### config.mk
export PLATFORM = sky130hd
export DESIGN_NAME = dep_ctrl
export DESIGN_NICKNAME = d
export VERILOG_FILES = /design/src/hdl/dep_pkg.sv /design/src/hdl/dep_sync.sv /design/src/hdl/dep_ctrl.sv
export VERILOG_INCLUDE_DIRS = /design/src /design/src/hdl
export SDC_FILE = /design/constraint.sdc
export NUM_CORES = 1
export LEC_CHECK = 0
export BUFFER_PORTS_ARGS = -buffer_cell sky130_fd_sc_hd__buf_2
export CAP_MARGIN = 0
export CELL_PAD_IN_SITES_DETAIL_PLACEMENT = 0
export CELL_PAD_IN_SITES_GLOBAL_PLACEMENT = 2
export CORE_MARGIN = 2
export CORE_UTILIZATION = 29
export CTS_BUF_LIST = sky130_fd_sc_hd__clkbuf_16
export CTS_CLUSTER_DIAMETER = 120
export DETAILED_ROUTE_END_ITERATION = 10
export PLACE_DENSITY = 0.82
export SYNTH_ARGS = -nofsm -noshare
export SYNTH_HDL_FRONTEND = slang
export SYNTH_SLANG_ARGS = --single-unit
### constraint.sdc
create_clock -name clk -period 2 [get_ports clk]
set_clock_uncertainty 0.15 [all_clocks]
set_input_delay 0.2 -clock clk [delete_from_list [all_inputs] [get_ports clk]]
set_output_delay 0.2 -clock clk [all_outputs]
set_load 0.02 [all_outputs]
### src/hdl/dep_cfg.svh
// Constants of the driver enable and protection controller
`ifndef DEP_CFG_SVH
`define DEP_CFG_SVH

// ==========================================================================
// Clock and soft-start timing
`define DEP_CLK_MHZ 20
`define DEP_SOFT_START_US 400
`define DEP_SOFT_START_CYCLES (`DEP_SOFT_START_US * `DEP_CLK_MHZ)
`define DEP_RAMP_W 8

// ==========================================================================
// Board temperature thresholds in degrees C
`define DEP_WARN_ON_C 60
`define DEP_WARN_OFF_C 58
`define DEP_STOP_ON_C 80
`define DEP_STOP_OFF_C 58

// ==========================================================================
// Power-on mode values
`define DEP_RST_EXT_ENABLE 1'b1
`define DEP_RST_EXT_CURRENT 1'b1
`define DEP_RST_INTERLOCK_ALLOW 1'b1
`define DEP_RST_NTC_ALLOW 1'b1

// ==========================================================================
// Input synchroniser depth
`define DEP_SYNC_STAGES 3

`endif

### src/hdl/dep_pkg.sv
// Types of the driver enable and protection controller
package dep_pkg;

    // ======================================================================
    // Output stage states, Gray along off, ramp, on
    typedef enum logic [1:0] {
        DEP_OFF = 2'b00,
        DEP_RAMP = 2'b01,
        DEP_ON = 2'b11,
        DEP_CLAMP = 2'b10
    } dep_state_t;

endpackage

### src/hdl/dep_sync.sv
// Three-stage input synchroniser with agreement filter
`timescale 1ns/1ps
`default_nettype none
`include "dep_cfg.svh"

module dep_sync #(
    parameter int WIDTH = 3,
    parameter logic [WIDTH-1:0] INIT = '0
) (
    input wire logic clk, // System clock
    input wire logic reset, // Synchronous reset
    input wire logic [WIDTH-1:0] async_in, // Pin levels
    output logic [WIDTH-1:0] sync_out // Filtered levels
);
    logic [WIDTH-1:0] s1_reg;
    logic [WIDTH-1:0] s2_reg;
    logic [WIDTH-1:0] s3_reg;
    logic [WIDTH-1:0] out_reg;
    logic [WIDTH-1:0] out_next;

    genvar i;
    generate
        for (i = 0; i < WIDTH; i++) begin : g_bit
            // Change accepted only once stages two and three agree
            always_comb begin
                out_next[i] = out_reg[i];
                if (s2_reg[i] == s3_reg[i]) begin
                    out_next[i] = s3_reg[i];
                end
            end
        end
    endgenerate

    always_ff @(posedge clk) begin
        if (reset) begin
            s1_reg <= INIT;
            s2_reg <= INIT;
            s3_reg <= INIT;
            out_reg <= INIT;
        end else begin
            s1_reg <= async_in;
            s2_reg <= s1_reg;
            s3_reg <= s2_reg;
            out_reg <= out_next;
        end
    end

    assign sync_out = out_reg;
endmodule
`default_nettype wire

### src/hdl/dep_ctrl.sv
// Enable gating, soft-start and protection control of the output stage
`timescale 1ns/1ps
`default_nettype none
`include "dep_cfg.svh"

// Functional notes
// Output current flows only while enable is high; low stops it.
// Every enable rising edge starts a gradual soft-start ramp.
// A square wave on enable switches the output pulse by pulse.
// Overcurrent or over-temperature shutdown holds the crowbar clamp on.
// During shutdown the enable input is ignored and output stays off.
// Protection fault stays latched until power-on reset only.
// Crowbar status output is high while a fault is latched.
// Interlock must be low to run; open interlock locks output off.
// Warning sets above 60 C, clears below 58 C.
// Stop above 80 C; restart allowed once back at 58 C.
// Thermistor outside the set window blocks; inside again resumes.
// Thermistor temperature is readable on the control side.
// Power-on mode: analogue current, external enable, interlock allowed.
// Enable, interlock and overcurrent inputs are synchronised first.
module dep_ctrl #(
    parameter int TW = 10,
    parameter int SOFT_START_CYCLES = `DEP_SOFT_START_CYCLES
) (
    input wire logic clk, // 20 MHz clock
    input wire logic reset, // Power-on reset
    input wire logic enable_pin, // Enable, high runs
    input wire logic interlock_pin, // Interlock, low runs
    input wire logic overcurrent_pin, // Overcurrent comparator
    input wire logic signed [TW-1:0] board_temp, // Board temperature, C
    input wire logic signed [TW-1:0] ntc_temp, // Thermistor temperature, C
    input wire logic signed [TW-1:0] ntc_upper, // Thermistor upper limit
    input wire logic signed [TW-1:0] ntc_lower, // Thermistor lower limit
    input wire logic mode_write, // Mode update strobe
    input wire logic mode_ext_enable, // 1 enable pin, 0 internal
    input wire logic mode_ext_current, // 1 analogue current set
    input wire logic mode_interlock_allow, // 1 interlock checked
    input wire logic mode_ntc_allow, // 1 thermistor window checked
    input wire logic internal_enable, // Enable in internal mode
    output logic output_on, // Output stage running
    output logic [`DEP_RAMP_W-1:0] ramp_level, // Current ramp scale
    output logic crowbar_on, // Crowbar clamp drive
    output logic crowbar_status, // Latched fault status
    output logic temp_warning, // Over-temperature warning
    output logic thermal_stop, // Over-temperature shutdown
    output logic ntc_blocked, // Thermistor window block
    output logic [TW-1:0] ntc_readback, // Thermistor value for readout
    output logic ext_current_sel, // Analogue current set in use
    output logic ext_enable_sel, // Enable pin in use
    output logic interlock_sel // Interlock checked
);
    localparam int STEP_CYCLES =
        (SOFT_START_CYCLES + (1 << `DEP_RAMP_W) - 2) /
        ((1 << `DEP_RAMP_W) - 1);
    localparam int SW = $clog2(STEP_CYCLES + 1);
    localparam logic [`DEP_RAMP_W-1:0] RAMP_MAX = '1;

    // ======================================================================
    // Input synchronisation
    logic [2:0] pins_sync;
    logic en_s;
    logic lock_s;
    logic oc_s;

    dep_sync #(.WIDTH(3), .INIT(3'h2)) u_sync (
        .clk(clk),
        .reset(reset),
        .async_in({overcurrent_pin, interlock_pin, enable_pin}),
        .sync_out(pins_sync)
    );
    assign en_s = pins_sync[0];
    assign lock_s = pins_sync[1];
    assign oc_s = pins_sync[2];

    // ======================================================================
    // Mode bits
    logic ext_en_reg, ext_en_next;
    logic ext_cur_reg, ext_cur_next;
    logic ilk_reg, ilk_next;
    logic ntc_allow_reg, ntc_allow_next;

    always_comb begin
        ext_en_next = ext_en_reg;
        ext_cur_next = ext_cur_reg;
        ilk_next = ilk_reg;
        ntc_allow_next = ntc_allow_reg;
        if (mode_write) begin
            ext_en_next = mode_ext_enable;
            ext_cur_next = mode_ext_current;
            ilk_next = mode_interlock_allow;
            ntc_allow_next = mode_ntc_allow;
        end
    end

    always_ff @(posedge clk) begin
        if (reset) begin
            ext_en_reg <= `DEP_RST_EXT_ENABLE;
            ext_cur_reg <= `DEP_RST_EXT_CURRENT;
            ilk_reg <= `DEP_RST_INTERLOCK_ALLOW;
            ntc_allow_reg <= `DEP_RST_NTC_ALLOW;
        end else begin
            ext_en_reg <= ext_en_next;
            ext_cur_reg <= ext_cur_next;
            ilk_reg <= ilk_next;
            ntc_allow_reg <= ntc_allow_next;
        end
    end

    // ======================================================================
    // Protection and temperature supervision
    logic oc_fault_reg, oc_fault_next;
    logic warn_reg, warn_next;
    logic tstop_reg, tstop_next;
    logic ntc_blk_reg, ntc_blk_next;
    logic [TW-1:0] ntc_rd_reg;
    logic shutdown;

    always_comb begin
        // Sticky until power-on reset, no input clears it
        oc_fault_next = oc_fault_reg | oc_s;
        warn_next = warn_reg;
        if (board_temp > `DEP_WARN_ON_C) begin
            warn_next = 1'b1;
        end else if (board_temp < `DEP_WARN_OFF_C) begin
            warn_next = 1'b0;
        end
        tstop_next = tstop_reg;
        if (board_temp > `DEP_STOP_ON_C) begin
            tstop_next = 1'b1;
        end else if (board_temp <= `DEP_STOP_OFF_C) begin
            tstop_next = 1'b0;
        end
        ntc_blk_next = ntc_allow_reg &&
            (ntc_temp > ntc_upper || ntc_temp < ntc_lower);
    end

    always_ff @(posedge clk) begin
        if (reset) begin
            oc_fault_reg <= 1'b0;
            warn_reg <= 1'b0;
            tstop_reg <= 1'b0;
            ntc_blk_reg <= 1'b0;
            ntc_rd_reg <= '0;
        end else begin
            oc_fault_reg <= oc_fault_next;
            warn_reg <= warn_next;
            tstop_reg <= tstop_next;
            ntc_blk_reg <= ntc_blk_next;
            ntc_rd_reg <= ntc_temp;
        end
    end

    assign shutdown = oc_fault_reg | tstop_reg;

    // ======================================================================
    // Output stage control
    dep_pkg::dep_state_t st_reg, st_next;
    logic [`DEP_RAMP_W-1:0] lvl_reg, lvl_next;
    logic [SW-1:0] step_reg, step_next;
    logic crow_reg, crow_next;
    logic run_req;

    // Interlock ignored only when software denied it
    assign run_req = (ext_en_reg ? en_s : internal_enable)
        && !(ilk_reg && lock_s)
        && !ntc_blk_reg;

    always_comb begin
        st_next = st_reg;
        lvl_next = lvl_reg;
        step_next = step_reg;
        crow_next = shutdown;
        case (st_reg)
            dep_pkg::DEP_OFF: begin
                lvl_next = '0;
                step_next = '0;
                if (run_req) begin
                    st_next = dep_pkg::DEP_RAMP;
                end
            end
            dep_pkg::DEP_RAMP: begin
                if (step_reg == SW'(STEP_CYCLES - 1)) begin
                    step_next = '0;
                    lvl_next = lvl_reg + 1'b1;
                    if (lvl_reg == RAMP_MAX - 1'b1) begin
                        st_next = dep_pkg::DEP_ON;
                    end
                end else begin
                    step_next = step_reg + 1'b1;
                end
            end
            dep_pkg::DEP_ON: begin
                lvl_next = RAMP_MAX;
            end
            dep_pkg::DEP_CLAMP: begin
                lvl_next = '0;
                step_next = '0;
                if (!shutdown) begin
                    st_next = dep_pkg::DEP_OFF;
                end
            end
            default: begin
                st_next = dep_pkg::DEP_OFF;
            end
        endcase
        // Pulse-by-pulse follow of the enable level
        if (st_reg != dep_pkg::DEP_CLAMP && !run_req) begin
            st_next = dep_pkg::DEP_OFF;
            lvl_next = '0;
        end
        // Shutdown overrides every request
        if (shutdown) begin
            st_next = dep_pkg::DEP_CLAMP;
            lvl_next = '0;
        end
    end

    always_ff @(posedge clk) begin
        if (reset) begin
            st_reg <= dep_pkg::DEP_OFF;
            lvl_reg <= '0;
            step_reg <= '0;
            crow_reg <= 1'b0;
        end else begin
            st_reg <= st_next;
            lvl_reg <= lvl_next;
            step_reg <= step_next;
            crow_reg <= crow_next;
        end
    end

    // Gray code puts both run states on bit 0, so no decode gate here
    assign output_on = st_reg[0];
    assign ramp_level = lvl_reg;
    assign crowbar_on = crow_reg;
    assign crowbar_status = crow_reg;
    assign temp_warning = warn_reg;
    assign thermal_stop = tstop_reg;
    assign ntc_blocked = ntc_blk_reg;
    assign ntc_readback = ntc_rd_reg;
    assign ext_current_sel = ext_cur_reg;
    assign ext_enable_sel = ext_en_reg;
    assign interlock_sel = ilk_reg;

    // ======================================================================
    // Checks
    off_when_low_a: assert property (@(posedge clk) disable iff (reset)
        !run_req |=> !output_on)
        else $error("output on without run request");
    start_ramps_a: assert property (@(posedge clk) disable iff (reset)
        st_reg == dep_pkg::DEP_OFF && run_req && !shutdown
        |=> st_reg == dep_pkg::DEP_RAMP && lvl_reg == '0)
        else $error("start did not enter ramp at zero");
    ramp_monotone_a: assert property (@(posedge clk) disable iff (reset)
        st_reg == dep_pkg::DEP_RAMP && $past(st_reg) == dep_pkg::DEP_RAMP
        |-> lvl_reg >= $past(lvl_reg))
        else $error("ramp level fell during ramp");
    clamp_shutdown_a: assert property (@(posedge clk) disable iff (reset)
        shutdown |=> crowbar_on && !output_on)
        else $error("shutdown without clamp");
    enable_ignored_a: assert property (@(posedge clk) disable iff (reset)
        oc_fault_reg |-> ##1 (!output_on)[*8])
        else $error("output restarted during fault");
    fault_sticky_a: assert property (@(posedge clk) disable iff (reset)
        oc_fault_reg |=> oc_fault_reg && crowbar_status)
        else $error("latched fault cleared");
    status_level_a: assert property (@(posedge clk) disable iff (reset)
        !shutdown && !$past(shutdown) |-> !crowbar_status)
        else $error("crowbar status high in normal run");
    interlock_lock_a: assert property (@(posedge clk) disable iff (reset)
        ilk_reg && lock_s |=> !output_on)
        else $error("output on with open interlock");
    warn_hyst_a: assert property (@(posedge clk) disable iff (reset)
        warn_reg && board_temp >= `DEP_WARN_OFF_C |=> warn_reg)
        else $error("warning cleared inside hysteresis");
    stop_temp_a: assert property (@(posedge clk) disable iff (reset)
        board_temp > `DEP_STOP_ON_C |=> tstop_reg ##1 !output_on)
        else $error("no stop above limit");
    ntc_window_a: assert property (@(posedge clk) disable iff (reset)
        ntc_allow_reg && ntc_temp > ntc_upper |=> ##1 !output_on)
        else $error("thermistor window not enforced");

    pulse_cycle_c: cover property (@(posedge clk) disable iff (reset)
        output_on ##1 !output_on ##[1:20] output_on);
    ramp_done_c: cover property (@(posedge clk) disable iff (reset)
        st_reg == dep_pkg::DEP_RAMP ##1 st_reg == dep_pkg::DEP_ON);
    oc_trip_c: cover property (@(posedge clk) disable iff (reset)
        output_on ##1 crowbar_on);
    thermal_recover_c: cover property (@(posedge clk) disable iff (reset)
        tstop_reg ##1 !tstop_reg);
endmodule
`default_nettype wire

==> summary.md, run 1 <==
| Metric | Value |
|---|---|
| Fin. Hold Viols | `0` |
| Die Ht | `96.6 µm` |
| Post-detailed-route wirelength per cell | `11.8 µm` |
| Final ANT Viol Nets | `0` |
| Worst-path maximum fanout | `2` |
| Run status | `finished, final reports clean` |
| Final core occ | `0.392` |
| Grt total ovfl | `0` |
| Clock root buffer | `clkbuf_16` |
| Pin count of the biggest net entering global routing | `18` |
| CP max stage delay | `about 0.53 ns` |
| Critical path required time | `between 2 and 2.5 ns` |
| Die ar. | `9330 µm²` |
| Number of instances in the placed design | `456` |
| Pleak | `0.00152 µW` |
| DRT met1 WL | `2.54 mm` |
| Final setup vio count | `0` |
| Peak VDD IR | `0.000394 V` |
| CP Data Arrival Time | `1.92 ns` |
| Finished Cell Area | `~3200 µm²` |
| Worst Hold Depth | `2` |
| Worst-path clk slew | `0.06 ns` |
| Total Wirelength | `around 5.5 mm` |
| Max Cap Viol | `0` |
| Critical path endpoint category | `flip-flop` |
| PD cells | `681 nW/µm²` |
| Reg2Reg Depth | `5` |
| Asr flop ratio synth | `0` |
| 1st-iter DRT viols | `38` |
| TritonCTS clock tree | `done` |
| Detailed Routing Iterations Pass 1 | `4` |
| WS Path Type | `in2reg` |
| Crit start category | `input pin` |
| Die width | `96.6 µm` |
| Wire length on met2 | `2.67 mm` |
| Global-route wire length before repair | `9.25 mm` |
| Setup Fix Bufs, Post-CTS | `0` |
| Worst Tran Pin Value | `0.444 ns` |
| RSZ-0062 raised after global routing | `false` |
| Vias | `around 2200` |
| CTS sink count | `47` |
| Synth Flop Type | `dfxtp_1` |
| GRT Total Usage | `0.126` |
| Top achievable clock speed | `approximately 530 MHz` |
| Sequential area share after synthesis | `0.378` |
| Hold Crit Class | `in2reg` |
| # diodes | `0` |
| Final period util | `0.948` |
| Average size of a mapped cell | `8.91 µm²` |
| Min Tclk post-route | `1.90 ns` |
| I/O pins | `between 70 and 80` |
| PortBufs | `between 70 and 80` |
| Top sig layer | `met4` |
| Post-Syn Instances | `279` |
| Post-DP HPWL | `4.33 mm` |
| Longest Clk Path Bufs | `2` |
| Syn Nets | `358` |
| Mapped Area | `2490 µm²` |
| Slew Viols, Final | `0` |
| Vias in the first global route | `2145` |
| TNS Setup | `0 ns` |
| Clk_lat worst skew | `between 0.2 and 0.3 ns` |
| Fraction of layout cells with a size suffix above 1 | `0.270` |
| Core Box Area | `8260 µm²` |
| Final Instance Count excl. Fillers | `472` |
| Initial antenna violation count | `0` |
| CP max stage cell | `dlygate4sd3_1` |
| RePlAce Congestion | `~0.76` |
| Drt drc | `0` |
| Number of flip-flops in the largest register | `10` |
| Final nets | `446` |
| Seq cells post-synth | `47` |
| Max_slew headroom | `0.704` |
| Hold_ws | `0.0182 ns` |
| Ys Warns | `0` |
| Crit path cell chain | `dlygate4sd3_1 > buf_2 > inv_1 > ha_1 > nand2b_1 > a211oi_2 > a2111oi_2 > xor2_1 > a211o_1` |
| Synthesis-to-layout area growth | `30.3%` |
| EDFF count, synth | `0` |
| Max H-tree Level | `2` |
| Initial Util | `0.301` |
| Fill cells | `866` |
| Met3 Routed Length | `269 µm` |
| Rows | `33` |
| CTS buffer count | `5` |
| Placed Area | `roughly 3000 µm²` |
| Vias per Instance | `about 4.6` |
| Post-synthesis cell type count | `46` |
## worst paths after layout
| path | from | endpoint | slack (ns) |
|---|---|---|---|
| setup reg to reg | st_reg[0] | ramp_level[4] | 0.17 |
| hold reg to reg | u_sync.s1_reg[1] | u_sync.s2_reg[1] | 0.26 |
| setup / recovery | ntc_temp[0] | ntc_blocked | 0.10 |
| hold / removal | ntc_temp[2] | ntc_readback[2] | 0.02 |
## cell type report
cell class	instances	area, µm²	share of cell area
Multi-Input combinational cell	198	1400	0.433
Clock inverter	2	37.5	0.0116
Timing Repair Buffer	91	513	0.158
Inverter	24	90.1	0.0278
Tap cell	105	131	0.0405
Clock buffer	5	125	0.0386
Sequential cell	47	941	0.290
## logic make-up after synthesis
kind of cell	after synthesis	share of synthesized area
and+or+nand+nor	96	0.206
AOI/OAI and AO/OA	67	0.189
DFF	47	0.378
buffers and inverters	34	0.0594
adders and majority gates	28	0.141
xor gates and xnor gates	4	0.0141
muxes	3	0.0121
## layout by cell type, fill, tap and decap left out, types with 5 or more instances in the layout
cell / count
nand3_1: 5
nor2_1: 24
dfxtp_1: 47
buf_2: 77
buf_4: 5
clkbuf_16: 5
nand2_1: 11
ha_1: 28
a21oi_1: 18
nand2b_1: 6
inv_1: 24
dlygate4sd3_1: 9
nand4_1: 6
a211o_1: 6
nor2b_1: 24
o21ai_0: 9
## synth_stat cells, drive strengths merged, types with 4 or more instances
cell,number,area share
dfxtp,47,0.38
ha,28,0.14
inv,24,0.036
nor2,24,0.036
nor2b,24,0.060
a21oi,19,0.040
nand2,11,0.017
o21ai,10,0.020
a211oi,8,0.030
a211o,6,0.021
nand2b,6,0.015
nand4,6,0.015
buf,5,0.016
clkbuf,5,0.0075
nand3,5,0.010
and3,4,0.010
o22ai,4,0.010
## metrics by stage
| stage | total power (µW) | setup slack [ns] |
|---|---|---|
| after floorplan | 1180 | 0.232 |
| after global placement | 1300 | 0.0402 |
| after detailed placement | 1300 | 0.0226 |
| after CTS | 2250 | 0.0398 |
| after global routing | 2330 | 0.00750 |
| final | 2210 | 0.105 |
## routing by layer
| metal | global-route usage | vias up |
|---|---|---|
| li1 | - | 1149 |
| met1 | 0.145 | 975 |
| met2 | 0.231 | 53 |
| met3 | 0.0318 | 7 |
| met4 | 0.0317 | 0 |
| met5 | 0 | - |
## power by group
part	switching, µW	internal (µW)
registers	19.0	969
logic	154	143
clock network	338	582
total	512	1690
## worst max-delay path: cells and delay by family
family | cells | cell delay, ns
fa+ha+maj | 1 | 0.17
compound gates | 3 | 0.57
simple gates | 1 | 0.15
xor+xnor | 1 | 0.14
buf+inv | 3 | 0.69
## timing repair
action / in CTS / in global routing
endpoints found under the hold margin: 10 / 0
hold buffers: 9 / 0
endpoints found under the setup margin: 0 / 1
gates resized for setup: 0 / 1
No activity file was read; power rests on OpenSTA's default activity.
==> inputs of run 2 (changes only) <==
--- a/config.mk
+++ b/config.mk
@@ -11,11 +11,11 @@
 export CELL_PAD_IN_SITES_DETAIL_PLACEMENT = 0
 export CELL_PAD_IN_SITES_GLOBAL_PLACEMENT = 2
 export CORE_MARGIN = 2
-export CORE_UTILIZATION = 29
+export CORE_UTILIZATION = 32
 export CTS_BUF_LIST = sky130_fd_sc_hd__clkbuf_16
 export CTS_CLUSTER_DIAMETER = 120
 export DETAILED_ROUTE_END_ITERATION = 10
-export PLACE_DENSITY = 0.82
+export PLACE_DENSITY = 0.89
 export SYNTH_ARGS = -nofsm -noshare
 export SYNTH_HDL_FRONTEND = slang
 export SYNTH_SLANG_ARGS = --single-unit
==> constraint.sdc (replaced) <==
create_clock -name clk -period 2.3 [get_ports clk]
set_clock_uncertainty 0.15 [all_clocks]
set_input_delay 0.23 -clock clk [delete_from_list [all_inputs] [get_ports clk]]
set_output_delay 0.23 -clock clk [all_outputs]
set_load 0.02 [all_outputs]
==> summary.md, run 2 (same netlist as run 1, synthesis figures left out) <==
| Metric | Value |
|---|---|
| Critical path required time | `2.36 ns (+0.34 ns)` |
| I/O pins | `78 (unchanged)` |
| GRT Total Usage | `0.137 (+0.0115)` |
| Number of flip-flops in the largest register | `10 (unchanged)` |
| CTS buffer count | `5 (unchanged)` |
| Die width | `92.1 µm (-4.6%)` |
| Rows | `32 (-3.0%)` |
| Reg area | `941 µm² (unchanged)` |
| Fin. Hold Viols | `0 (unchanged)` |
| Clock root buffer | `clkbuf_16` |
| RePlAce Congestion | `0.801 (+4.8%)` |
| 1st-iter DRT viols | `58 (+53%)` |
| Critical path endpoint category | `flip-flop` |
| CTS sink count | `47 (unchanged)` |
| Drt drc | `0 (unchanged)` |
| Worst-path clk slew | `0.07 ns (about the same)` |
| Internal Power | `1590 µW (-5.9%)` |
| Max_slew headroom | `0.722 (+0.0185)` |
| Fraction of layout cells with a size suffix above 1 | `0.269 (-0.000524)` |
| Worst-path maximum fanout | `9 (+7)` |
| Synthesis-to-layout area growth | `29.8%` |
| Post-DP HPWL | `4.31 mm (-0.56%)` |
| Max Cap Viol | `0 (unchanged)` |
| Post-detailed-route wirelength per cell | `11.6 µm (-1.7%)` |
| Top achievable clock speed | `557 MHz` |
| Global-route wire length before repair | `9.54 mm (+3.1%)` |
| Max H-tree Level | `2 (unchanged)` |
| Initial Util | `0.327 (+0.0257)` |
| Most common cell after layout, fill and taps aside | `buf_2` |
| Fill cells | `805 (-7.0%)` |
| Core Box Area | `7610 µm² (-7.9%)` |
| Final Instance Count excl. Fillers | `466 (-1.3%)` |
| Worst Hold Depth | `2 (unchanged)` |
| Run status | `finished, final reports clean` |
| Hold Crit Class | `in2reg` |
| Reg2reg start | `st_reg[0]` |
| Switch share | `0.228 (-0.00402)` |
| Net Switching | `471 µW (-8.1%)` |
| Comb power frac | `0.123 (-0.012)` |
| # diodes | `0 (unchanged)` |
| Clock group share of total power | `0.461 (+0.044)` |
| RR Endpoint | `ramp_level[6]` |
| R2r setup slk | `0.51 ns (+0.34 ns)` |
| CTS resizes | `0 (unchanged)` |
| Pleak | `0.00152 µW (+0.12%)` |
| TritonCTS clock tree | `done` |
| Footprint of the multi-input gates | `1400 µm² (-0.36%)` |
| Die Ht | `92.1 µm (-4.6%)` |
| TNS Setup | `0 ns (unchanged)` |
| Crit start category | `flip-flop` |
| Hold Startpoint | `overcurrent_pin` |
| Total Wirelength | `5.38 mm (-3.0%)` |
| Number of instances in the placed design | `452 (-0.88%)` |
| Overall power | `2060 µW (-6.4%)` |
| Part of the power in registers | `0.416 (-0.032)` |
| Peak VDD IR | `0.000284 V (-28%)` |
| Vias | `2198 (+0.64%)` |
| Most frequent cells in the layout | `buf_2 (77), dfxtp_1 (47), ha_1 (28)` |
| PD cells | `640 nW/µm² (-6.1%)` |
| WS Path Type | `reg2reg` |
| Finished Cell Area | `3230 µm² (-0.39%)` |
| Pin count of the biggest net entering global routing | `17 (-1)` |
| Final period util | `0.780` |
| Slew Viols, Final | `0 (unchanged)` |
| Worst Tran Pin Value | `0.416 ns (-0.0278 ns)` |
| Final ANT Viol Nets | `0 (unchanged)` |
| Grt total ovfl | `0 (unchanged)` |
| Die ar. | `8490 µm² (-9.0%)` |
| PortBufs | `77 (unchanged)` |
| Vias in the first global route | `2153 (+0.37%)` |
| Clk_lat worst skew | `0.29 ns (about the same)` |
| Final setup vio count | `0 (unchanged)` |
| Placed Area | `2970 µm² (-0.38%)` |
| Detailed Routing Iterations Pass 1 | `4 (unchanged)` |
| RSZ-0062 raised after global routing | `false` |
| Reg2Reg Depth | `5 (unchanged)` |
| Hold_ws | `0.00433 ns (-0.0139 ns)` |
| Min Tclk post-route | `1.79 ns` |
| CP Data Arrival Time | `1.85 ns (-0.07 ns)` |
| Final nets | `442 (-0.90%)` |
| Vias per Instance | `4.72 (+1.9%)` |
| Hold endpoint | `u_sync.s1_reg[2]` |
| Longest Clk Path Bufs | `2 (unchanged)` |
| Initial antenna violation count | `0 (unchanged)` |
==> run 2: critical path, cell delays in order, from the launching register on <==
cell and delay, ns:
dfxtp_1 0.37, inv_1 0.13, ha_1 0.25, o21bai_1 0.11, or3_1 0.51, a211oi_2 0.20
==> run 2: power by group through the flow <==
stage                     Clock, µW  Sequential [µW]  Combinational (µW)
after floorplan                   0              899                 126
after global placement            0              878                 248
after detailed placement          0              878                 250
after CTS                       977              859                 259
after global routing           1020              862                 290
final                           952              858                 254
==> run 2: per-layer routing <==
layer  track usage  wire length (µm)
met1         0.165              2480
met2         0.235              2500
met3        0.0411               323
met4        0.0435                72
met5             0                 0
==> run 2: layout make-up <==
cell class              instances  area share
well taps                     102      0.0395
flip-flops and latches         47       0.291
inverters                      24      0.0279
clock buffers                   5      0.0388
repair buffers                 87       0.147
multi-input cells             198       0.433
clock inverters                 3      0.0221
==> run 2: timing repair <==
action,4_1_cts,5_1_grt
endpoints found under the setup margin,0,0
setup buffers,0,0
endpoints found under the hold margin,7,0
hold buffers,6,0
==> run 2: stage by stage <==
stage / util / worst slack (ns)
2_1_floorplan: - / 0.502
3_3_place_gp: 0.391 / 0.315
3_5_place_dp: 0.391 / 0.282
4_1_cts: 0.424 / 0.472
5_1_grt: 0.424 / 0.364
6_report: 0.424 / 0.506
==> run 2: how the worst max path moves through the flow <==
stage                             from             to  slack [ns]  cells past startpoint
after global routing         st_reg[0]  ramp_level[3]        0.36                      5
after CTS                    st_reg[0]      st_reg[0]        0.47                      5
after floorplan           ntc_upper[7]    ntc_blocked        0.50                      7
after global placement     ntc_temp[7]    ntc_blocked        0.31                      7
final                        st_reg[0]  ramp_level[6]        0.51                      5
after detailed placement   ntc_temp[5]    ntc_blocked        0.28                      7
==> inputs of run 3 (changes only) <==
--- a/config.mk
+++ b/config.mk
@@ -6,16 +6,17 @@
 export SDC_FILE = /design/constraint.sdc
 export NUM_CORES = 1
 export LEC_CHECK = 0
+export ABC_AREA = 1
 export BUFFER_PORTS_ARGS = -buffer_cell sky130_fd_sc_hd__buf_2
 export CAP_MARGIN = 0
 export CELL_PAD_IN_SITES_DETAIL_PLACEMENT = 0
 export CELL_PAD_IN_SITES_GLOBAL_PLACEMENT = 2
 export CORE_MARGIN = 2
-export CORE_UTILIZATION = 32
+export CORE_UTILIZATION = 25
 export CTS_BUF_LIST = sky130_fd_sc_hd__clkbuf_16
 export CTS_CLUSTER_DIAMETER = 120
 export DETAILED_ROUTE_END_ITERATION = 10
-export PLACE_DENSITY = 0.89
+export PLACE_DENSITY = 0.8
 export SYNTH_ARGS = -nofsm -noshare
 export SYNTH_HDL_FRONTEND = slang
 export SYNTH_SLANG_ARGS = --single-unit
==> constraint.sdc (replaced) <==
create_clock -name clk -period 1.65 [get_ports clk]
set_clock_uncertainty 0.15 [all_clocks]
set_input_delay 0.165 -clock clk [delete_from_list [all_inputs] [get_ports clk]]
set_output_delay 0.165 -clock clk [all_outputs]
set_load 0.02 [all_outputs]
==> summary.md, run 3 <==
| Metric | Value |
|---|---|
| Post-DP HPWL | `4.74 mm (+10%)` |
| List of most frequent post-synthesis cells | `inv_1 (71), nand2_1 (69), nor2_1 (48)` |
| Top cell type's share of synthesized area | `0.362 (-0.0164)` |
| Seq cells post-synth | `47 (unchanged)` |
| Critical path destination | `ntc_blocked` |
| Pin count of the biggest net entering global routing | `27 (+10)` |
| Grt total ovfl | `0 (unchanged)` |
| Reg2Reg Depth | `6 (+1)` |
| RePlAce Congestion | `0.776 (-3.1%)` |
| Asr flop ratio synth | `0 (unchanged)` |
| Average size of a mapped cell | `7.14 µm² (-20%)` |
| I/O pins | `78 (unchanged)` |
| Synth top area cells | `dfxtp_1 (36%), ha_1 (13%), inv_1 (10%), nand2_1 (10%), nor2_1 (6.9%)` |
| Crit start category | `input pin` |
| Final setup vio count | `0 (unchanged)` |
| RR Endpoint | `st_reg[1]` |
| Final core occ | `0.350 (-0.0742)` |
| Slew Viols, Final | `0 (unchanged)` |
| Reg2reg start | `st_reg[0]` |
| Most common cell after layout, fill and taps aside | `buf_2` |
| Longest Clk Path Bufs | `2 (unchanged)` |
| Critical path endpoint category | `flip-flop` |
| Post-synth top area cell | `dfxtp_1` |
| Worst-path maximum fanout | `3 (-6)` |
| Overall power | `2600 µW (+26%)` |
| Most frequent cells in the layout | `buf_2 (77), inv_1 (71), nand2_1 (68), nor2_1 (47), dfxtp_1 (43)` |
| Pleak | `0.00186 µW (+23%)` |
| CTS sink count | `47 (unchanged)` |
| Fill cells | `1142 (+42%)` |
| CTS buffer count | `5 (unchanged)` |
| Min Tclk post-route | `1.59 ns` |
| Final nets | `551 (+25%)` |
| Footprint of the multi-input gates | `1400 µm² (+0.18%)` |
| Die Ht | `106 µm (+15%)` |
| WS Path Type | `in2reg` |
| Worst Tran Pin Value | `0.288 ns (-0.129 ns)` |
| Fin. Hold Viols | `0 (unchanged)` |
| Post-synthesis cell type count | `31 (-33%)` |
| Vias | `2488 (+13%)` |
| Most common cell in the synthesized netlist | `inv_1` |
| # diodes | `0 (unchanged)` |
| Initial Util | `0.255 (-0.0716)` |
| Initial antenna violation count | `0 (unchanged)` |
| Vias in the first global route | `2409 (+12%)` |
| TritonCTS clock tree | `done` |
| Die width | `106 µm (+15%)` |
| Post-Syn Instances | `364 (+30%)` |
| GRT Total Usage | `0.112 (-0.0252)` |
| Number of instances in the placed design | `579 (+28%)` |
| Top achievable clock speed | `628 MHz` |
| Synth Flop Type | `dfxtp_1` |
| Synthesis-to-layout area growth | `37.2%` |
| Total Wirelength | `6.10 mm (+13%)` |
| Post-detailed-route wirelength per cell | `10.0 µm (-13%)` |
| PortBufs | `77 (unchanged)` |
| Core Box Area | `10200 µm² (+34%)` |
| Final ANT Viol Nets | `0 (unchanged)` |
| Ys Warns | `0 (unchanged)` |
| Die ar. | `11200 µm² (+32%)` |
| Hold Crit Class | `in2reg` |
| Detailed Routing Iterations Pass 1 | `4 (unchanged)` |
| Max Cap Viol | `0 (unchanged)` |
| Worst-path clk slew | `0.06 ns (about the same)` |
| Clk_lat worst skew | `0.28 ns (about the same)` |
| 1st-iter DRT viols | `23 (-60%)` |
| Final Instance Count excl. Fillers | `609 (+31%)` |
| Peak VDD IR | `0.000370 V (+30%)` |
| Crit path from | `ntc_temp[1]` |
| Final WS setup | `0.0579 ns (-0.448 ns)` |
| Sequential area share after synthesis | `0.362 (-0.0164)` |
| EDFF count, synth | `0 (unchanged)` |
| Syn Nets | `443 (+24%)` |
| CP Data Arrival Time | `1.66 ns (-0.19 ns)` |
| Placed Area | `3180 µm² (+7.1%)` |
| Run status | `finished, final reports clean` |
| Mapped Area | `2600 µm² (+4.5%)` |
| Reg area | `948 µm² (+0.80%)` |
| Fraction of layout cells with a size suffix above 1 | `0.262 (-0.00707)` |
| Number of flip-flops in the largest register | `10 (unchanged)` |
| PD cells | `728 nW/µm² (+14%)` |
| Finished Cell Area | `3570 µm² (+10%)` |
| Final period util | `0.965` |
| Rows | `37 (+16%)` |
| Max H-tree Level | `2 (unchanged)` |
| Pre-CTS setup slack | `0.0941 ns (-0.188 ns)` |
| R2r setup slk | `0.10 ns (-0.41 ns)` |
| Max_slew headroom | `0.808 (+0.0859)` |
| Global-route wire length before repair | `10.3 mm (+7.5%)` |
| RSZ-0062 raised after global routing | `true` |
| Clock root buffer | `clkbuf_16` |
| Vias per Instance | `4.09 (-13%)` |
| Critical path required time | `1.72 ns (-0.64 ns)` |
| Drt drc | `0 (unchanged)` |
==> run 3: cell count changes in the layout (fill, tap and decap cells not counted), moves of 6 or more <==
cell           delta
nand2_1          +57
inv_1            +47
nor2b_1          -24
nor2_1           +23
dlygate4sd3_1    +12
nand3_1          +11
a211o_1           -6
nand2b_1          -6
or2_2             +6
==> run 3: cell type report <==
class                   count  area share
flip-flops and latches     47       0.266
inverters                  73      0.0768
multi-input cells         241       0.393
clock inverters             3     0.00421
repair buffers            104       0.178
clock buffers               5      0.0351
well taps                 136      0.0477
==> run 3: worst max-delay path: stages <==
cell,delay (ns)
dlygate4sd3_1,0.53
buf_2,0.14
ha_1,0.30
nand2_1,0.07
nand2_1,0.05
nand3_1,0.09
nand3_1,0.08
nand2_1,0.06
nand3_1,0.06
a21oi_1,0.11
==> run 3: what timing repair did <==
item,in CTS,in global routing
hold buffers,18,0
hold endpoints to repair,17,0
setup buffers,0,3
setup endpoints to repair,0,10
resized for setup,0,10
==> run 3: worst min-delay path by stage <==
| stage | startpoint | endpoint | cells after the start | slack [ns] |
|---|---|---|---|---|
| 3_5_place_dp | interlock_pin | u_sync.s1_reg[1] | 2 | 0.20 |
| 5_1_grt | mode_write | ext_enable_sel | 3 | 0.02 |
| 6_report | mode_write | ext_enable_sel | 3 | 0.004 |
| 2_1_floorplan | interlock_pin | u_sync.s1_reg[1] | 1 | 0.12 |
| 3_3_place_gp | interlock_pin | u_sync.s1_reg[1] | 2 | 0.20 |
| 4_1_cts | mode_write | interlock_sel | 3 | 0.001 |
==> run 3: logic make-up after synthesis <==
group | after synthesis | synth area share
adder cells (fa/ha/maj) | 28 | 0.135
AO/OA/AOI/OAI | 44 | 0.0924
AND/OR/NAND/NOR | 165 | 0.288
XOR/XNOR | 3 | 0.0101
buffers and inverters | 77 | 0.113
flip-flops | 47 | 0.362
==> run 3: metal layers <==
layer  track usage  up-vias  wire [µm]
met5             0        -          0
met3        0.0288        7        308
li1              -     1351          -
met1         0.134     1073       2880
met4        0.0329        0         74
met2         0.196       57       2840
==> run 3: metrics by stage <==
stage	TNS, ns	hold slack [ns]
final	0	0.00356
after CTS	0	0.00122
after floorplan	0	0.119
after global placement	0	0.205
after global routing	-0.0328	0.0205
after detailed placement	0	0.204
==> run 3: where the power goes <==
group / internal (µW) / switching [µW] / leakage, µW / total [µW]
clock network: 553 / 425 / 0.0000733 / 978
logic: 192 / 232 / 0.00140 / 424
registers: 1170 / 19.1 / 0.000388 / 1190
